`config.mk`:
```
export PLATFORM = sky130hd
export DESIGN_NAME = tlrb_tx_length_trim
export DESIGN_NICKNAME = d
export VERILOG_FILES = /design/src/hdl/tlrb_pkg.sv /design/src/hdl/tlrb_ahb_front.sv /design/src/hdl/tlrb_trim_drive.sv /design/src/hdl/tlrb_tx_length_trim.sv
export SDC_FILE = /design/constraint.sdc
export NUM_CORES = 1
export LEC_CHECK = 0
export CORE_MARGIN = 1
export CORE_UTILIZATION = 57
export DETAILED_ROUTE_END_ITERATION = 7
export DONT_BUFFER_PORTS = 1
export HOLD_SLACK_MARGIN = 0.1
export PLACE_DENSITY = 0.72
export SLEW_MARGIN = 20
export SYNTH_ARGS = -nofsm -noshare
export SYNTH_HDL_FRONTEND = slang
export SYNTH_SLANG_ARGS = --single-unit
```
`constraint.sdc`:
```
create_clock -name hclk -period 1.9 [get_ports hclk]
set_input_delay 0.095 -clock hclk [delete_from_list [all_inputs] [get_ports hclk]]
set_output_delay 0.095 -clock hclk [all_outputs]
set_load 0.02 [all_outputs]
```
`src/hdl/tlrb_pkg.sv`:
```
// Shared constants for the transmit length and antenna trim register bank.
// Assumes a single 100 MHz clock domain and an AHB-Lite register port.
package tlrb_pkg;

    // ========================================================
    // Register indices (byte address is four times the index)
    localparam int IDX_W = 8;
    localparam logic [7:0] IDX_CNT_HIGH = 8'h1d;
    localparam logic [7:0] IDX_CNT_LOW = 8'h1e;
    localparam logic [7:0] IDX_RATE = 8'h1f;
    localparam logic [7:0] IDX_ADC = 8'h20;
    localparam logic [7:0] IDX_TRIM = 8'h21;
    localparam logic [7:0] IDX_CAL_DISP = 8'h23;
    localparam logic [7:0] IDX_IRQ_STAT = 8'h30;
    localparam logic [7:0] IDX_IRQ_MASK = 8'h31;
    localparam int ADDR_IDX_LSB = 2;

    // ========================================================
    // Field layout
    localparam int CNT_W = 13;
    localparam int CNT_HIGH_W = 8;
    localparam int CNT_LOW_W = 5;
    localparam int CNT_LOW_LSB = 3;
    localparam int SPLIT_W = 3;
    localparam int RATE_W = 4;
    localparam int RATE_LSB = 4;
    localparam int TRIM_W = 4;
    localparam int TRIM_SEL_BIT = 7;
    localparam int TRIM_MAN_LSB = 3;
    localparam int CAL_TRIM_LSB = 4;
    localparam int CAL_ERR_BIT = 3;
    localparam logic [2:0] SPLIT_NONE = 3'h0;
    localparam logic [7:0] BYTE_ZERO = 8'h00;

    // ========================================================
    // Interrupt status bits
    localparam int IRQ_N = 4;
    localparam int IRQ_PAR = 0;
    localparam int IRQ_CAL = 1;
    localparam int IRQ_ADC = 2;
    localparam int IRQ_RATE = 3;

    // ========================================================
    // AHB-Lite encodings
    localparam logic [1:0] HTRANS_NONSEQ = 2'h2;
    localparam logic [2:0] HSIZE_WORD = 3'h2;
    localparam logic HRESP_OKAY = 1'b0;

endpackage : tlrb_pkg

```
`src/hdl/tlrb_ahb_front.sv`:
```
// AHB-Lite slave front end: qualifies address phases, holds a write for its data phase.
// Assumes one slave on the bus, zero wait states, word-only accesses.
`timescale 1ns/1ps
module tlrb_ahb_front
(
    input wire logic hclk,
    input wire logic hresetn,
    input wire logic hsel,
    input wire logic [31:0] haddr,
    input wire logic [1:0] htrans,
    input wire logic hwrite,
    input wire logic [2:0] hsize,
    input wire logic hready,
    output logic rd_req,
    output logic [7:0] rd_idx,
    output logic wr_en,
    output logic [7:0] wr_idx,
    output logic hreadyout,
    output logic hresp
);
    import tlrb_pkg::*;

    typedef struct packed {
        logic wr_pend;
        logic [7:0] wr_idx;
    } tlrb_front_s;

    tlrb_front_s state_reg;
    tlrb_front_s state_next;
    logic acc_ok;

    // Anything but an aligned word inside the low window reads zero
    assign acc_ok = hsel && hready && (htrans == HTRANS_NONSEQ) && (hsize == HSIZE_WORD)
                    && (haddr[ADDR_IDX_LSB-1:0] == '0) && (haddr[31:ADDR_IDX_LSB+IDX_W] == '0);
    assign rd_idx = haddr[ADDR_IDX_LSB +: IDX_W];
    assign rd_req = acc_ok && !hwrite;
    assign wr_en = state_reg.wr_pend;
    assign wr_idx = state_reg.wr_idx;
    assign hreadyout = 1'b1;
    assign hresp = HRESP_OKAY;

    always_comb
    begin
        state_next = state_reg;
        state_next.wr_pend = acc_ok && hwrite;
        state_next.wr_idx = haddr[ADDR_IDX_LSB +: IDX_W];
    end

    always_ff @(posedge hclk or negedge hresetn)
    begin
        if (!hresetn)
        begin
            state_reg <= '0;
        end
        else
        begin
            state_reg <= state_next;
        end
    end

endmodule : tlrb_ahb_front

```
`src/hdl/tlrb_trim_drive.sv`:
```
// Antenna trim switch driver: picks manual or calibrated trim and drives both pin groups.
// Assumes selection and trim values come from registers on the same clock.
`timescale 1ns/1ps
module tlrb_trim_drive
(
    input wire logic hclk,
    input wire logic hresetn,
    input wire logic trim_sel,
    input wire logic [3:0] trim_manual,
    input wire logic [3:0] trim_calib,
    output logic [3:0] trim_group_one_pins,
    output logic [3:0] trim_group_two_pins
);
    import tlrb_pkg::*;

    typedef struct packed {
        logic [3:0] one;
        logic [3:0] two;
    } tlrb_trim_s;

    tlrb_trim_s state_reg;
    tlrb_trim_s state_next;

    always_comb
    begin
        state_next = state_reg;
        state_next.one = trim_sel ? trim_manual : trim_calib;
        state_next.two = trim_sel ? trim_manual : trim_calib;
    end

    always_ff @(posedge hclk or negedge hresetn)
    begin
        if (!hresetn)
        begin
            state_reg <= '0;
        end
        else
        begin
            state_reg <= state_next;
        end
    end

    assign trim_group_one_pins = state_reg.one;
    assign trim_group_two_pins = state_reg.two;

endmodule : tlrb_trim_drive

```
`src/hdl/tlrb_tx_length_trim.sv`:
```
// Transmit length, split-byte, bit-rate, conversion and antenna trim register bank.
// Assumes an AHB-Lite master on hclk; command decoder, A/D, rate detector and
// calibration logic all sit on the same clock and hand in one-cycle strobes.
//
// Function
// - 13-bit byte count spans two registers
// - Low three bits give split-byte bit count
// - Split byte used only for Type A
// - Nonzero split byte disables parity generation
// - Wake-up-all with anticollision, card idle and nonzero split raises parity error
// - Upper nibble shows detected active bit rate
// - Read-only register shows last conversion result
// - Trim source bit picks calibration or manual
// - Manual trim bits switch both pin groups
// - Writable registers default to zero
// - Display registers clear to zero
// - Calibration result stored, drives trim when selected
`timescale 1ns/1ps
module tlrb_tx_length_trim
(
    input wire logic hclk,
    input wire logic hresetn,
    input wire logic hsel,
    input wire logic [31:0] haddr,
    input wire logic [1:0] htrans,
    input wire logic hwrite,
    input wire logic [2:0] hsize,
    input wire logic hready,
    input wire logic [31:0] hwdata,
    output logic [31:0] hrdata,
    output logic hreadyout,
    output logic hresp,
    input wire logic set_default,
    input wire logic type_a_mode,
    input wire logic anticoll_enable,
    input wire logic card_idle,
    input wire logic wupa_cmd,
    input wire logic rate_valid,
    input wire logic [3:0] rate_value,
    input wire logic adc_valid,
    input wire logic [7:0] adc_value,
    input wire logic calib_done,
    input wire logic [3:0] calib_trim,
    input wire logic calib_err,
    output logic [12:0] tx_byte_count,
    output logic [2:0] tx_split_bits,
    output logic tx_parity_enable,
    output logic irq,
    output logic [3:0] trim_group_one_pins,
    output logic [3:0] trim_group_two_pins
);
    import tlrb_pkg::*;

    // ========================================================
    // State
    typedef struct packed {
        logic [CNT_HIGH_W-1:0] cnt_high;
        logic [CNT_LOW_W-1:0] cnt_low;
        logic [SPLIT_W-1:0] split;
        logic [SPLIT_W-1:0] split_eff;
        logic par_en;
        logic [RATE_W-1:0] rate;
        logic [7:0] adc;
        logic trim_sel;
        logic [TRIM_W-1:0] trim_man;
        logic [TRIM_W-1:0] cal_trim;
        logic cal_err;
        logic [IRQ_N-1:0] irq_status;
        logic [IRQ_N-1:0] irq_mask;
        logic irq;
        logic [31:0] hrdata;
    } tlrb_state_s;

    tlrb_state_s state_reg;
    tlrb_state_s state_next;
    // Split count resets to none, so parity generation must come out of reset enabled
    localparam tlrb_state_s STATE_RESET = '{par_en: 1'b1, default: '0};
    logic rd_req;
    logic [7:0] rd_idx;
    logic wr_en;
    logic [7:0] wr_idx;
    logic [7:0] wbyte;
    logic par_evt;
    logic [IRQ_N-1:0] evt;

    // ========================================================
    // Register view: unused bit positions are simply not stored
    function automatic logic [7:0] reg_view(input logic [7:0] idx, input tlrb_state_s s);
        logic [7:0] v;
        v = BYTE_ZERO;
        case (idx)
            IDX_CNT_HIGH: v = s.cnt_high;
            IDX_CNT_LOW: v = {s.cnt_low, s.split};
            IDX_RATE: v[RATE_LSB +: RATE_W] = s.rate;
            IDX_ADC: v = s.adc;
            IDX_TRIM:
            begin
                v[TRIM_SEL_BIT] = s.trim_sel;
                v[TRIM_MAN_LSB +: TRIM_W] = s.trim_man;
            end
            IDX_CAL_DISP:
            begin
                v[CAL_TRIM_LSB +: TRIM_W] = s.cal_trim;
                v[CAL_ERR_BIT] = s.cal_err;
            end
            IDX_IRQ_STAT: v[IRQ_N-1:0] = s.irq_status;
            IDX_IRQ_MASK: v[IRQ_N-1:0] = s.irq_mask;
            default: v = BYTE_ZERO;
        endcase
        return v;
    endfunction : reg_view

    // ========================================================
    // Bus front end and trim driver
    tlrb_ahb_front u_front
    (
        .hclk(hclk),
        .hresetn(hresetn),
        .hsel(hsel),
        .haddr(haddr),
        .htrans(htrans),
        .hwrite(hwrite),
        .hsize(hsize),
        .hready(hready),
        .rd_req(rd_req),
        .rd_idx(rd_idx),
        .wr_en(wr_en),
        .wr_idx(wr_idx),
        .hreadyout(hreadyout),
        .hresp(hresp)
    );

    tlrb_trim_drive u_trim
    (
        .hclk(hclk),
        .hresetn(hresetn),
        .trim_sel(state_reg.trim_sel),
        .trim_manual(state_reg.trim_man),
        .trim_calib(state_reg.cal_trim),
        .trim_group_one_pins(trim_group_one_pins),
        .trim_group_two_pins(trim_group_two_pins)
    );

    assign wbyte = hwdata[7:0];

    // Wake-up-all with a partial last byte armed cannot frame correctly
    assign par_evt = wupa_cmd && anticoll_enable && card_idle
                     && (state_reg.split != SPLIT_NONE);

    // ========================================================
    // Next state
    always_comb
    begin
        state_next = state_reg;
        evt = '0;
        evt[IRQ_PAR] = par_evt;
        evt[IRQ_CAL] = calib_done;
        evt[IRQ_ADC] = adc_valid;
        evt[IRQ_RATE] = rate_valid;
        if (wr_en)
        begin
            case (wr_idx)
                IDX_CNT_HIGH: state_next.cnt_high = wbyte;
                IDX_CNT_LOW:
                begin
                    state_next.cnt_low = wbyte[CNT_LOW_LSB +: CNT_LOW_W];
                    state_next.split = wbyte[SPLIT_W-1:0];
                end
                IDX_TRIM:
                begin
                    state_next.trim_sel = wbyte[TRIM_SEL_BIT];
                    state_next.trim_man = wbyte[TRIM_MAN_LSB +: TRIM_W];
                end
                IDX_IRQ_STAT: state_next.irq_status = state_reg.irq_status & ~wbyte[IRQ_N-1:0];
                IDX_IRQ_MASK: state_next.irq_mask = wbyte[IRQ_N-1:0];
                default: state_next.irq_mask = state_next.irq_mask;
            endcase
        end
        if (rate_valid)
        begin
            state_next.rate = rate_value;
        end
        if (adc_valid)
        begin
            state_next.adc = adc_value;
        end
        if (calib_done)
        begin
            state_next.cal_trim = calib_trim;
            state_next.cal_err = calib_err;
        end
        // A new event beats a clear written in the same cycle
        state_next.irq_status = state_next.irq_status | evt;
        if (set_default)
        begin
            state_next.cnt_high = '0;
            state_next.cnt_low = '0;
            state_next.split = '0;
            state_next.trim_sel = 1'b0;
            state_next.trim_man = '0;
            state_next.rate = '0;
            state_next.adc = '0;
            state_next.cal_trim = '0;
            state_next.cal_err = 1'b0;
        end
        // Split byte only counts in Type A framing, and then parity is off
        state_next.split_eff = type_a_mode ? state_next.split : SPLIT_NONE;
        state_next.par_en = (state_next.split_eff == SPLIT_NONE);
        state_next.irq = |(state_next.irq_status & state_next.irq_mask);
        // Read from the post-write view so back-to-back write then read agrees
        state_next.hrdata = '0;
        if (rd_req)
        begin
            state_next.hrdata[7:0] = reg_view(rd_idx, state_next);
        end
    end

    always_ff @(posedge hclk or negedge hresetn)
    begin
        if (!hresetn)
        begin
            state_reg <= STATE_RESET;
        end
        else
        begin
            state_reg <= state_next;
        end
    end

    // ========================================================
    // Outputs
    assign tx_byte_count = {state_reg.cnt_high, state_reg.cnt_low};
    assign tx_split_bits = state_reg.split_eff;
    assign tx_parity_enable = state_reg.par_en;
    assign irq = state_reg.irq;
    assign hrdata = state_reg.hrdata;
endmodule : tlrb_tx_length_trim

```
**After elaboration in Yosys (flattened, before gate mapping)**

Index checks and enable logic that the tools add are counted.
W data, S select, Z words.

- Equal/unequal tests: 15
- Multiplexer cells: 19
- Bitwise gates (word level): 4
- Reduce and logical (&&, ||, !) cells: 16

Operator list:

| cell | number |
|---|---|
| $eq A8 B6 Y1 const B | 8 |
| $eq A8 B5 Y1 const B | 5 |
| $mux W8 | 5 |
| $mux W16 | 2 |
| $pmux W4 S6 | 1 |
| $logic_not A22 Y1 | 1 |
| $mux W22 | 1 |
| $mux W4 | 4 |
| $mux W5 | 3 |
| $pmux W3 S5 | 1 |
| $logic_and A1 B1 Y1 | 10 |
| $and A4 B4 Y4 | 2 |
| $pmux W1 S7 | 1 |
| $not A4 Y4 | 1 |
| $or A4 B4 Y4 | 1 |
| $reduce_or A4 Y1 | 1 |
| $eq A3 B2 Y1 const B | 1 |
| $logic_not A3 Y1 | 1 |
| $mux W3 | 1 |
| $reduce_bool A3 Y1 | 1 |
| $eq A2 B2 Y1 const B | 1 |
| $logic_not A2 Y1 | 1 |
| $logic_not A1 Y1 | 1 |

- Flip-flop bits (word level): 72
- Output and inout bits: 60

**Logic depth before layout (Yosys ltp)**

Gate-level depths: netlist (run 1).

- Depth after elaboration: 7
- Mapped depth: 6
- Depth with buffers taken out: 5

**Cells and area by module**

A second synthesis (run 1) with hierarchy kept.

- Cell total of the unflattened synthesis: 355
- Area, all modules: 3801.1 um^2

Modules (own cells, without submodules):

| module | instances | cells an instance | area an instance (um^2) | sequential area each (um^2) |
|---|---|---|---|---|
| tlrb_tx_length_trim | 1 | 309 | 3209.3 | 1477.7 |
| tlrb_ahb_front | 1 | 34 | 416.6 | 225.2 |
| tlrb_trim_drive | 1 | 12 | 175.2 | 100.1 |

**Worst setup path before layout (run 1)**

Ideal clock, no wire load.

- Path type: reg2reg
- From: register u_front.state_reg, in the netlist u_front.wr_idx[6]
- To: register state_reg, in the netlist hrdata[7]
- Setup time: 0.137 ns
- Arrival time: 1.872 ns
- Setup slack: -0.109 ns
- Stages on the path, launching flop included: 6
- Period minus slack after synthesis: 2.009 ns
- Cell sequence: dfrtp_1 > nand4bb_4 > nor4_4 > mux2_2 > a222oi_1 > a31oi_1

RTL lines:

| what | line | source |
|---|---|---|
| from (decl) | tlrb_ahb_front.sv:28 | `tlrb_front_s state_reg;` |
| from (signal assigned) | tlrb_ahb_front.sv:57 | `state_reg <= state_next;` |
| to (signal assigned) | tlrb_tx_length_trim.sv:226 | `state_reg <= state_next;` |
| to (decl) | tlrb_tx_length_trim.sv:74 | `tlrb_state_s state_reg;` |

==> summary.md, run 1 <==
The flow ran to the end, but the final reports show violations. The final reports fail on DRC, setup timing. A synthesized cell averages 10.9 sq um. In the final layout, the multi-input gates occupy 1790 sq um. Timing analysis after detailed placement gives a worst setup slack of -0.102 ns. Once layout is done, the placed cells without fillers occupy 4860 sq um. Routability-driven placement finished with a final weighted congestion of 0.834. The number of setup violations in the final report was 8; the required time at the worst-slack endpoint was 2.10 ns.

The run gives 0 as the final count of hold timing violations. TritonCTS built the clock tree. The highest layer touched by signal routing is met4. The first global-routing pass estimated 14.7 mm of wire. The count of flip-flops with a built-in enable after synthesis is 0. The sequential element share of the synthesized area is 47.2%, and the clock transition at the register clock pins on the worst setup and hold paths after CTS is 0.08 ns. Yosys printed 0 warnings. Summed over all failing endpoints, the final setup total negative slack is -0.297 ns. The number of buffers on the longest clock path came out at 2.

Of all flip-flops after synthesis, the portion carrying an async set or reset was 100%. The remaining max-slew budget at the tightest pin was 61.9%. The max-slew violation count was 0. The insertion delay to the later sink of the worst-skew pair is 0.35 ns.

The wire length on met3 was 793 microns; the post-route core utilization was 75.7%. The logs give 3.52 mW for the total power draw and 6420 sq um for the area of the core. Summed over all layers, the global routing overflow is 0. In this run the remaining antenna-violating nets after routing total 0.

By startpoint and endpoint, the worst setup path is classified as reg2reg. The initial antenna violation count came out at 0. The register with the most flip-flops in the layout has 33 of them. For the aggregate global-route resource usage, the log shows 27.1%. The tools report the smallest setup slack after layout as -0.0983 ns. The wire length on met1 was 3.89 mm; the detailed-route wire length was 9.38 mm. The worst-case IR drop observed on VDD is 509 uV. The run gives 0 as the total inserted antenna cells. Setup repair after global routing could not meet its margin everywhere. The run gives 1800 sq um as the register cell area after layout. Wire segments on met2 add up to 4.57 mm in the final route. On the final layout, the worst clock skew is 0.0116 ns. The transition time at the pin with the least slew margin was 0.567 ns.

STA classifies the critical path endpoint as a register. The die span in y is 83.9 microns, and the shortest clock period the worst path allows after layout is 2.00 ns. The logs give 73 for the pin count of the biggest net entering global routing and 0 for the number of max-capacitance violations reported.

The cell area after technology mapping came out at 3820 sq um. The floorplan has 29 rows. Once detailed placement completed, the half-perimeter wirelength came to 5.90 mm. In this run the tool buffered the top-level ports with 0 buffer cells. The smallest hold slack is 0.0998 ns, and the fill cell instance count of the final layout is 412. In the routed design, unresolved DRC markers number 18.

In the routed layout, each cell is associated on average with a via count of 5.89. The starting density of the core was 59.5%. For the initial DRC count, the log shows 169. The analysis attributes to cell leakage a power of 2.12 nW.

The logs give 412 for the number of placed cells counting well taps and 511 for the total number of nets in the final design. Leaving out fill and tap cells, the most frequent cells in the layout are dfrtp_1 (71), dlygate4sd3_1 (62), nor2_1 (44). 159 I/O pins were placed. In the finished design, the share of the clock period the worst path needs comes to 105%. The die outline width is 83.9 microns, and the CTS sink count is 72. The logs give 2.20 ns for the data arrival time of the critical path and 3 for the depth of the CTS H-tree. The synthesized netlist contains 60 unique library cells.

The first detailed-routing pass ran for 7 iterations. Clock tree synthesis inserted a total of 9 buffers. Timing would allow up to 0.500 GHz. The standard cell area after detailed placement is 3760 sq um. The most used flip-flop cell after synthesis is dfrtp_1. The min-delay analysis places its worst path in the category in2reg. Relative to the synthesized area, the layout overhead comes to 27.3%. The total of flip-flops plus latches after synthesis works out to 72. The via count of the first global-routing pass came out at 2942. The total via count after detailed routing came out at 2908. In the final routed layout, each cell accounts on average for 19.0 microns. The die covers 7040 sq um. Most common library cell in the layout ignoring fill and taps: dfrtp_1.

Cell count after synthesis: 350. The highest fanout seen on the critical path works out to 3. The worst setup path is launched from a register. The finished layout holds 494 standard cells, fillers aside. Ratio of cells with drive above 1 in the final layout: 21.3%.

The cell sitting at the root of the clock tree is a clkbuf_8. Power spread over the standard cell area amounts to 723 nW/um^2.
## repair_timing
item / 4_1_cts / 5_1_grt
pin swaps: 8 / 7
gates resized for setup: 12 / 15
hold buffers: 64 / 0
setup buffers: 2 / 1
hold endpoints to repair: 138 / 0
setup endpoints to repair: 7 / 10
## worst paths after layout
| path | startpoint | end | slack, ns | cells past startpoint |
|---|---|---|---|---|
| min in group asynchronous | hresetn | tx_byte_count[4]$_DFF_PN0_ | 0.31 | 2 |
| worst max-delay path | u_front.wr_idx[5]$_DFF_PN0_ | hrdata[0]$_DFF_PN0_ | -0.1 | 6 |
| worst max register to register | u_front.wr_idx[5]$_DFF_PN0_ | hrdata[0]$_DFF_PN0_ | -0.1 | 6 |
| worst min register to register | state_reg[40]$_DFF_PN0_ | state_reg[40]$_DFF_PN0_ | 0.51 | 1 |
| worst min-delay path | haddr[2] | hrdata[5]$_DFF_PN0_ | 0.1 | 3 |
| max in group asynchronous | hresetn | tx_parity_enable$_DFF_PN1_ | 1.28 | 2 |
## synth_stat cells (3+ instances only)
cell type	n	area, sq um
dfrtp_1	71	1780
buf_4	55	413
nor2_1	44	165
mux2i_1	33	330
mux2_2	11	124
nand2_1	11	41.3
nand2b_1	8	50.1
nand4_1	8	50.1
nor2b_1	8	50.1
a31oi_1	7	43.8
clkbuf_1	7	26.3
nor3_1	6	30.0
nor4_1	6	37.5
a21o_1	4	30.0
a222oi_1	3	30.0
a2bb2oi_1	3	26.3
and2_1	3	18.8
and3_1	3	18.8
inv_1	3	11.3
o31ai_1	3	22.5
## area by class of cell
class                   count  share of cell area, %
repair buffers             92                   18.4
flip-flops and latches     72                   37.1
well taps                  77                   1.98
inverters                   5                  0.386
clock buffers              12                   3.40
multi-input cells         232                   36.8
clock inverters             4                   2.03
## logic make-up (layout without fill, tap and decap cells)
group	count (synthesis)	count (layout)	synth area share, %
multiplexers	44	44	11.9
AO/OA/AOI/OAI	41	41	8.87
flip-flops	72	72	47.2
AND/OR/NAND/NOR	121	121	19.5
buffers and inverters	70	113	12.3
other	2	26	0.196
## per-layer routing
metal  global-route usage, %  up-vias
li1                        -     1301
met1                    35.5     1439
met2                    44.6      153
met3                    6.33       15
met4                    8.46        0
met5                       0        -
## power breakdown
group | switching, mW | internal [mW] | total, mW
combinational | 0.183 | 0.169 | 0.352
clock | 0.577 | 0.983 | 1.56
sequential | 0.0356 | 1.57 | 1.61
total | 0.796 | 2.72 | 3.52
## critical path, cell delays in order (launching register included)
cell      delay [ns]
dfrtp_1         0.39
nand3b_1        0.30
nor4_4          0.22
buf_6           0.17
mux2_4          0.31
a222oi_1        0.33
a31oi_1         0.14
Note: power is estimated with default switching activity, not from simulation.
==> run 2: changes to the inputs <==
ABC_AREA = 1   (was not set)
CORE_UTILIZATION = 58   (was 57)
PLACE_DENSITY = 0.73   (was 0.72)
==> run 2 against run 1 <==
  * The run now ends clean
  * Largest power group unchanged
  * Final cell count increased by 37%
  * Sequential share of layout area grew 0.29 points
  * Total power shrank 5.6%
  * Global-route usage is 1.8 points higher
  * Register-to-register slack improved by 0.14 ns
  * Largest cell class unchanged
  * Utilization shrank 4.7 points
  * Critical endpoint is now state_reg[61]$_DFF_PN0_
  * Sequential power hardly changed
==> summary.md, run 2 <==
For the aggregate negative setup slack, the log shows 0 ns (+0.297 ns). Max-slew violation count: 0 (unchanged). The tools report the insertion delay to the later sink of the worst-skew pair as 0.36 ns (about the same).

The remaining max-slew budget at the tightest pin came out at 66.4% (+4.6 points). Cell area after technology mapping: 4100 sq um (+7.2%). The pin count of the biggest net entering global routing was 73 (unchanged); the fraction of power consumed by combinational cells was 10.6% (+0.6 points).

The final clock period utilization by the worst path is 97.9% (-7.3 points). The signal on the critical path passes through nor2_1, nor2_1, dlygate4sd3_1, nand2_1, dlygate4sd3_1, inv_1. The number of ports placed on the die boundary was 159 (unchanged); the total inserted antenna cells was 0 (unchanged). The fmax came out at 0.538 GHz (+7.5%).

The run gives 3.32 mW (-5.6%) as the total power draw. The data arrival time of the critical path came out at 2.11 ns (-0.09 ns). TritonCTS built the clock tree.

Peak ir drop on the vdd network: 448 uV (-12%). Worst setup skew after layout: 0.0138 ns (+0.00225 ns). The total number of yosys warnings is 0 (unchanged). Element type at the critical path start: a register. The tools report the number of design rule violations left after detail routing as 0 (-18).

The multiplexer area fraction after synthesis is 0% (-12 points). The cell row count was 30 (+3.4%). The largest individual stage delay along the critical path comes from the cell dlygate4sd3_1. The CTS sink count is 72 (unchanged), and the highest fanout seen on the critical path is 2 (-1). The average via count per standard cell was 5.25 (-11%). The share of synthesized cell area in and, or, nand and nor gates came out at 35.9% (+16 points).

Counting instances in the post-synthesis netlist gives the leading cell types as nand2_1 (97), nor2_1 (85), dfrtp_1 (71), inv_1 (64), buf_4 (55). For the number of max-capacitance violations reported, the log shows 0 (unchanged). The library cells used most frequently in the layout, excluding fill and tap cells, are nand2_1 (97), nor2_1 (82), dfrtp_1 (71). The final count of hold timing violations was 0 (unchanged); the aggregate global-route resource usage was 28.9% (+1.8 points). The run gives 0.875 (+5.0%) as the placer's final routability congestion estimate. The area growth from synthesis to final layout was 17.8%.

The tools report the cell area after layout as 4830 sq um (-0.77%). Portion of synthesized cell area occupied by the leading cell type: 43.3% (-3.1 points). The library cell used most frequently in the layout, excluding fill and tap cells, is nand2_1.

First-pass GRT wire length: 16.1 mm (+9.3%). The die span in y came out at 86.1 microns (+2.6%). The depth of the CTS H-tree came out at 3 (unchanged). The count of flip-flops with a built-in enable after synthesis works out to 0 (unchanged). In this run the worst setup path begins at state_reg[61]$_DFF_PN0_.

Flip-flop count of the largest register, all copies and words added: 33 (unchanged). The tree is rooted in a clkbuf_8. The distinct cell type count after synthesis is 29 (-52%).

The number of buffers on the longest clock path was 2 (unchanged); the global route total overflow was 0 (unchanged). The run gives 2.15 ns (+0.05 ns) as the required time at the worst-slack endpoint. In the post-synthesis netlist, the cell with the most instances is nand2_1.

The run gives 0 (unchanged) as the antenna violation net count after detailed routing. The routed length per placed instance was 15.1 microns (-21%); the area of the core was 6790 sq um (+5.8%). The total number of nets in the final design came out at 676 (+32%). Type of the setup path with the least slack: reg2reg.

The tools report the total via count after detailed routing as 3560 (+22%). The tools report the clock network fraction of total power as 41.2% (-3.1 points). Among cell families on the critical path, the largest total delay comes from buffers and inverters. The smallest hold slack was 0.159 ns (+0.0595 ns). Setup repair after global routing left no endpoint under its margin. The xor-xnor portion of the synthesized cell area was 0% (unchanged); the number of buffers inserted during clock tree synthesis was 9 (unchanged). The initial DRC count was 317 (+88%). The worst hold path begins at haddr[30]. For the sequential element share of the synthesized area, the log shows 44.0% (-3.2 points). The total power divided by cell area is 688 nW/um^2 (-4.9%). Summed over all instances, the cell type with the most area after synthesis is dfrtp_1. The clock transition at the register clock pins on the worst setup and hold paths after CTS came out at 0.07 ns (about the same). The arithmetic-cell share of the synthesized area counting full adders, half adders and majority gates is 0% (unchanged), and the total of flip-flops plus latches after synthesis is 72 (unchanged).

The delay contributed by the slowest stage of the critical path is 0.56 ns (+0.17 ns). Type of the worst min-delay path: in2reg. For the final HPWL from detailed placement, the log shows 6.57 mm (+11%). The fraction of synthesis flops using an asynchronous set or reset pin is 100% (unchanged), and the ratio of cells with drive above 1 in the final layout is 9.79% (-12 points).

The synthesized-area fraction occupied by ao, oa, aoi and oai cells works out to 2.56% (-6.3 points). By area the synthesized netlist is led by dfrtp_1 (43%), buf_4 (10%), nand2_1 (8.9%), nor2_1 (7.8%), inv_1 (5.9%). Among all flip-flop cells after synthesis, the most frequent one is dfrtp_1. The shortest clock period the worst path allows after layout is 1.86 ns (-0.139 ns). The internal power component is 2.49 mW (-8.6%), and the die area is 7410 sq um (+5.3%).

The run gives 48.2% (+2.5 points) as the power share of the sequential group. The logs give 10.2 mm (+8.8%) for the detailed-route wire length and 0 (unchanged) for the initial antenna violation count. The leakage component of the power was 2.55 nW (+20%); the average size of a mapped cell was 7.75 sq um (-29%). Switching part of the total: 25.0% (+2.4 points). The worst register-to-register path begins at state_reg[61]$_DFF_PN0_.

The count of port buffers added during placement is 0 (unchanged), and the cell count after synthesis is 529 (+51%). The via count of the first global-routing pass was 3427 (+16%); the count of TritonRoute iterations in the first routing pass was 5 (-2). The reported net switching power is 0.832 mW (+4.5%). The combinational family with the most area after synthesis is simple AND/OR/NAND/NOR gates. The starting density of the core came out at 60.3% (+0.81 points). Kind of end point of the critical path: a register.

The flow ran to the end, and the final reports show no timing, DRC or antenna violations. The number of setup violations in the final report is 0 (-8), and the transition time at the pin with the least slew margin is 0.502 ns (-0.0658 ns). The number of buffers and inverters on the critical path works out to 3 (+2). The standard cell area after detailed placement was 3870 sq um (+2.8%). The die outline width came out at 86.1 microns (+2.6%).
==> run 2: stage by stage <==
step                cells  util [%]  setup slack, ns
floorplan             553         -            0.531
global placement      591      56.9            0.318
detailed placement    591      56.9            0.314
CTS                   677      70.8           0.0166
global route          678      71.0          0.00124
finish                678      71.0           0.0405
==> run 2: cell type report <==
type,count,area (sq um)
inverters,66,250
clock inverters,5,80.1
repair buffers,74,751
clock buffers,11,141
fillers,516,1970
well taps,96,120
flip-flops and latches,72,1800
multi-input cells,354,1680
==> run 2: power groups by stage <==
stage	Combinational (mW)	Clock (mW)	Sequential, mW
2_1_floorplan	0.217	0	1.62
3_5_place_dp	0.182	0	1.63
5_1_grt	0.386	1.43	1.60
6_report	0.352	1.37	1.60
4_1_cts	0.335	1.37	1.60
3_3_place_gp	0.178	0	1.63
==> run 2: tightest hold or removal path, cell delays in order <==
cell and delay, ns:
nor3_1 0.03, nand4_1 0.08, nor2_1 0.09, o21ai_0 0.10, nor2_1 0.08
==> run 2: worst paths after layout <==
kind	depth (start not counted)	end	slack, ns
max	6	state_reg[61]$_DFF_PN0_	0.04
min	5	hrdata[3]$_DFF_PN0_	0.16
max reg2reg	6	state_reg[61]$_DFF_PN0_	0.04
min reg2reg	2	u_trim.trim_group_one_pins[3]$_DFF_PN0_	0.50
max in group asynchronous	2	hrdata[2]$_DFF_PN0_	1.33
min in group asynchronous	2	tx_split_bits[2]$_DFF_PN0_	0.26
==> run 2: what timing repair did <==
action / in CTS / in global routing
endpoints found under the setup margin: 0 / 15
hold endpoints to repair: 137 / 0
hold buffers: 70 / 0
gates resized for setup: 0 / 6
setup buffers: 0 / 1
==> run 2: routing by layer <==
| layer | GRT usage (%) | wire length [microns] |
|---|---|---|
| met5 | 0 | 0 |
| met4 | 17.1 | 396 |
| met2 | 47.8 | 4840 |
| met1 | 34.1 | 4110 |
| met3 | 7.03 | 855 |
==> run 2: kinds of logic after synthesis <==
group | Yosys count
AOI/OAI and AO/OA | 21
buffers and inverters | 127
DFF | 72
other | 2
and+or+nand+nor | 307
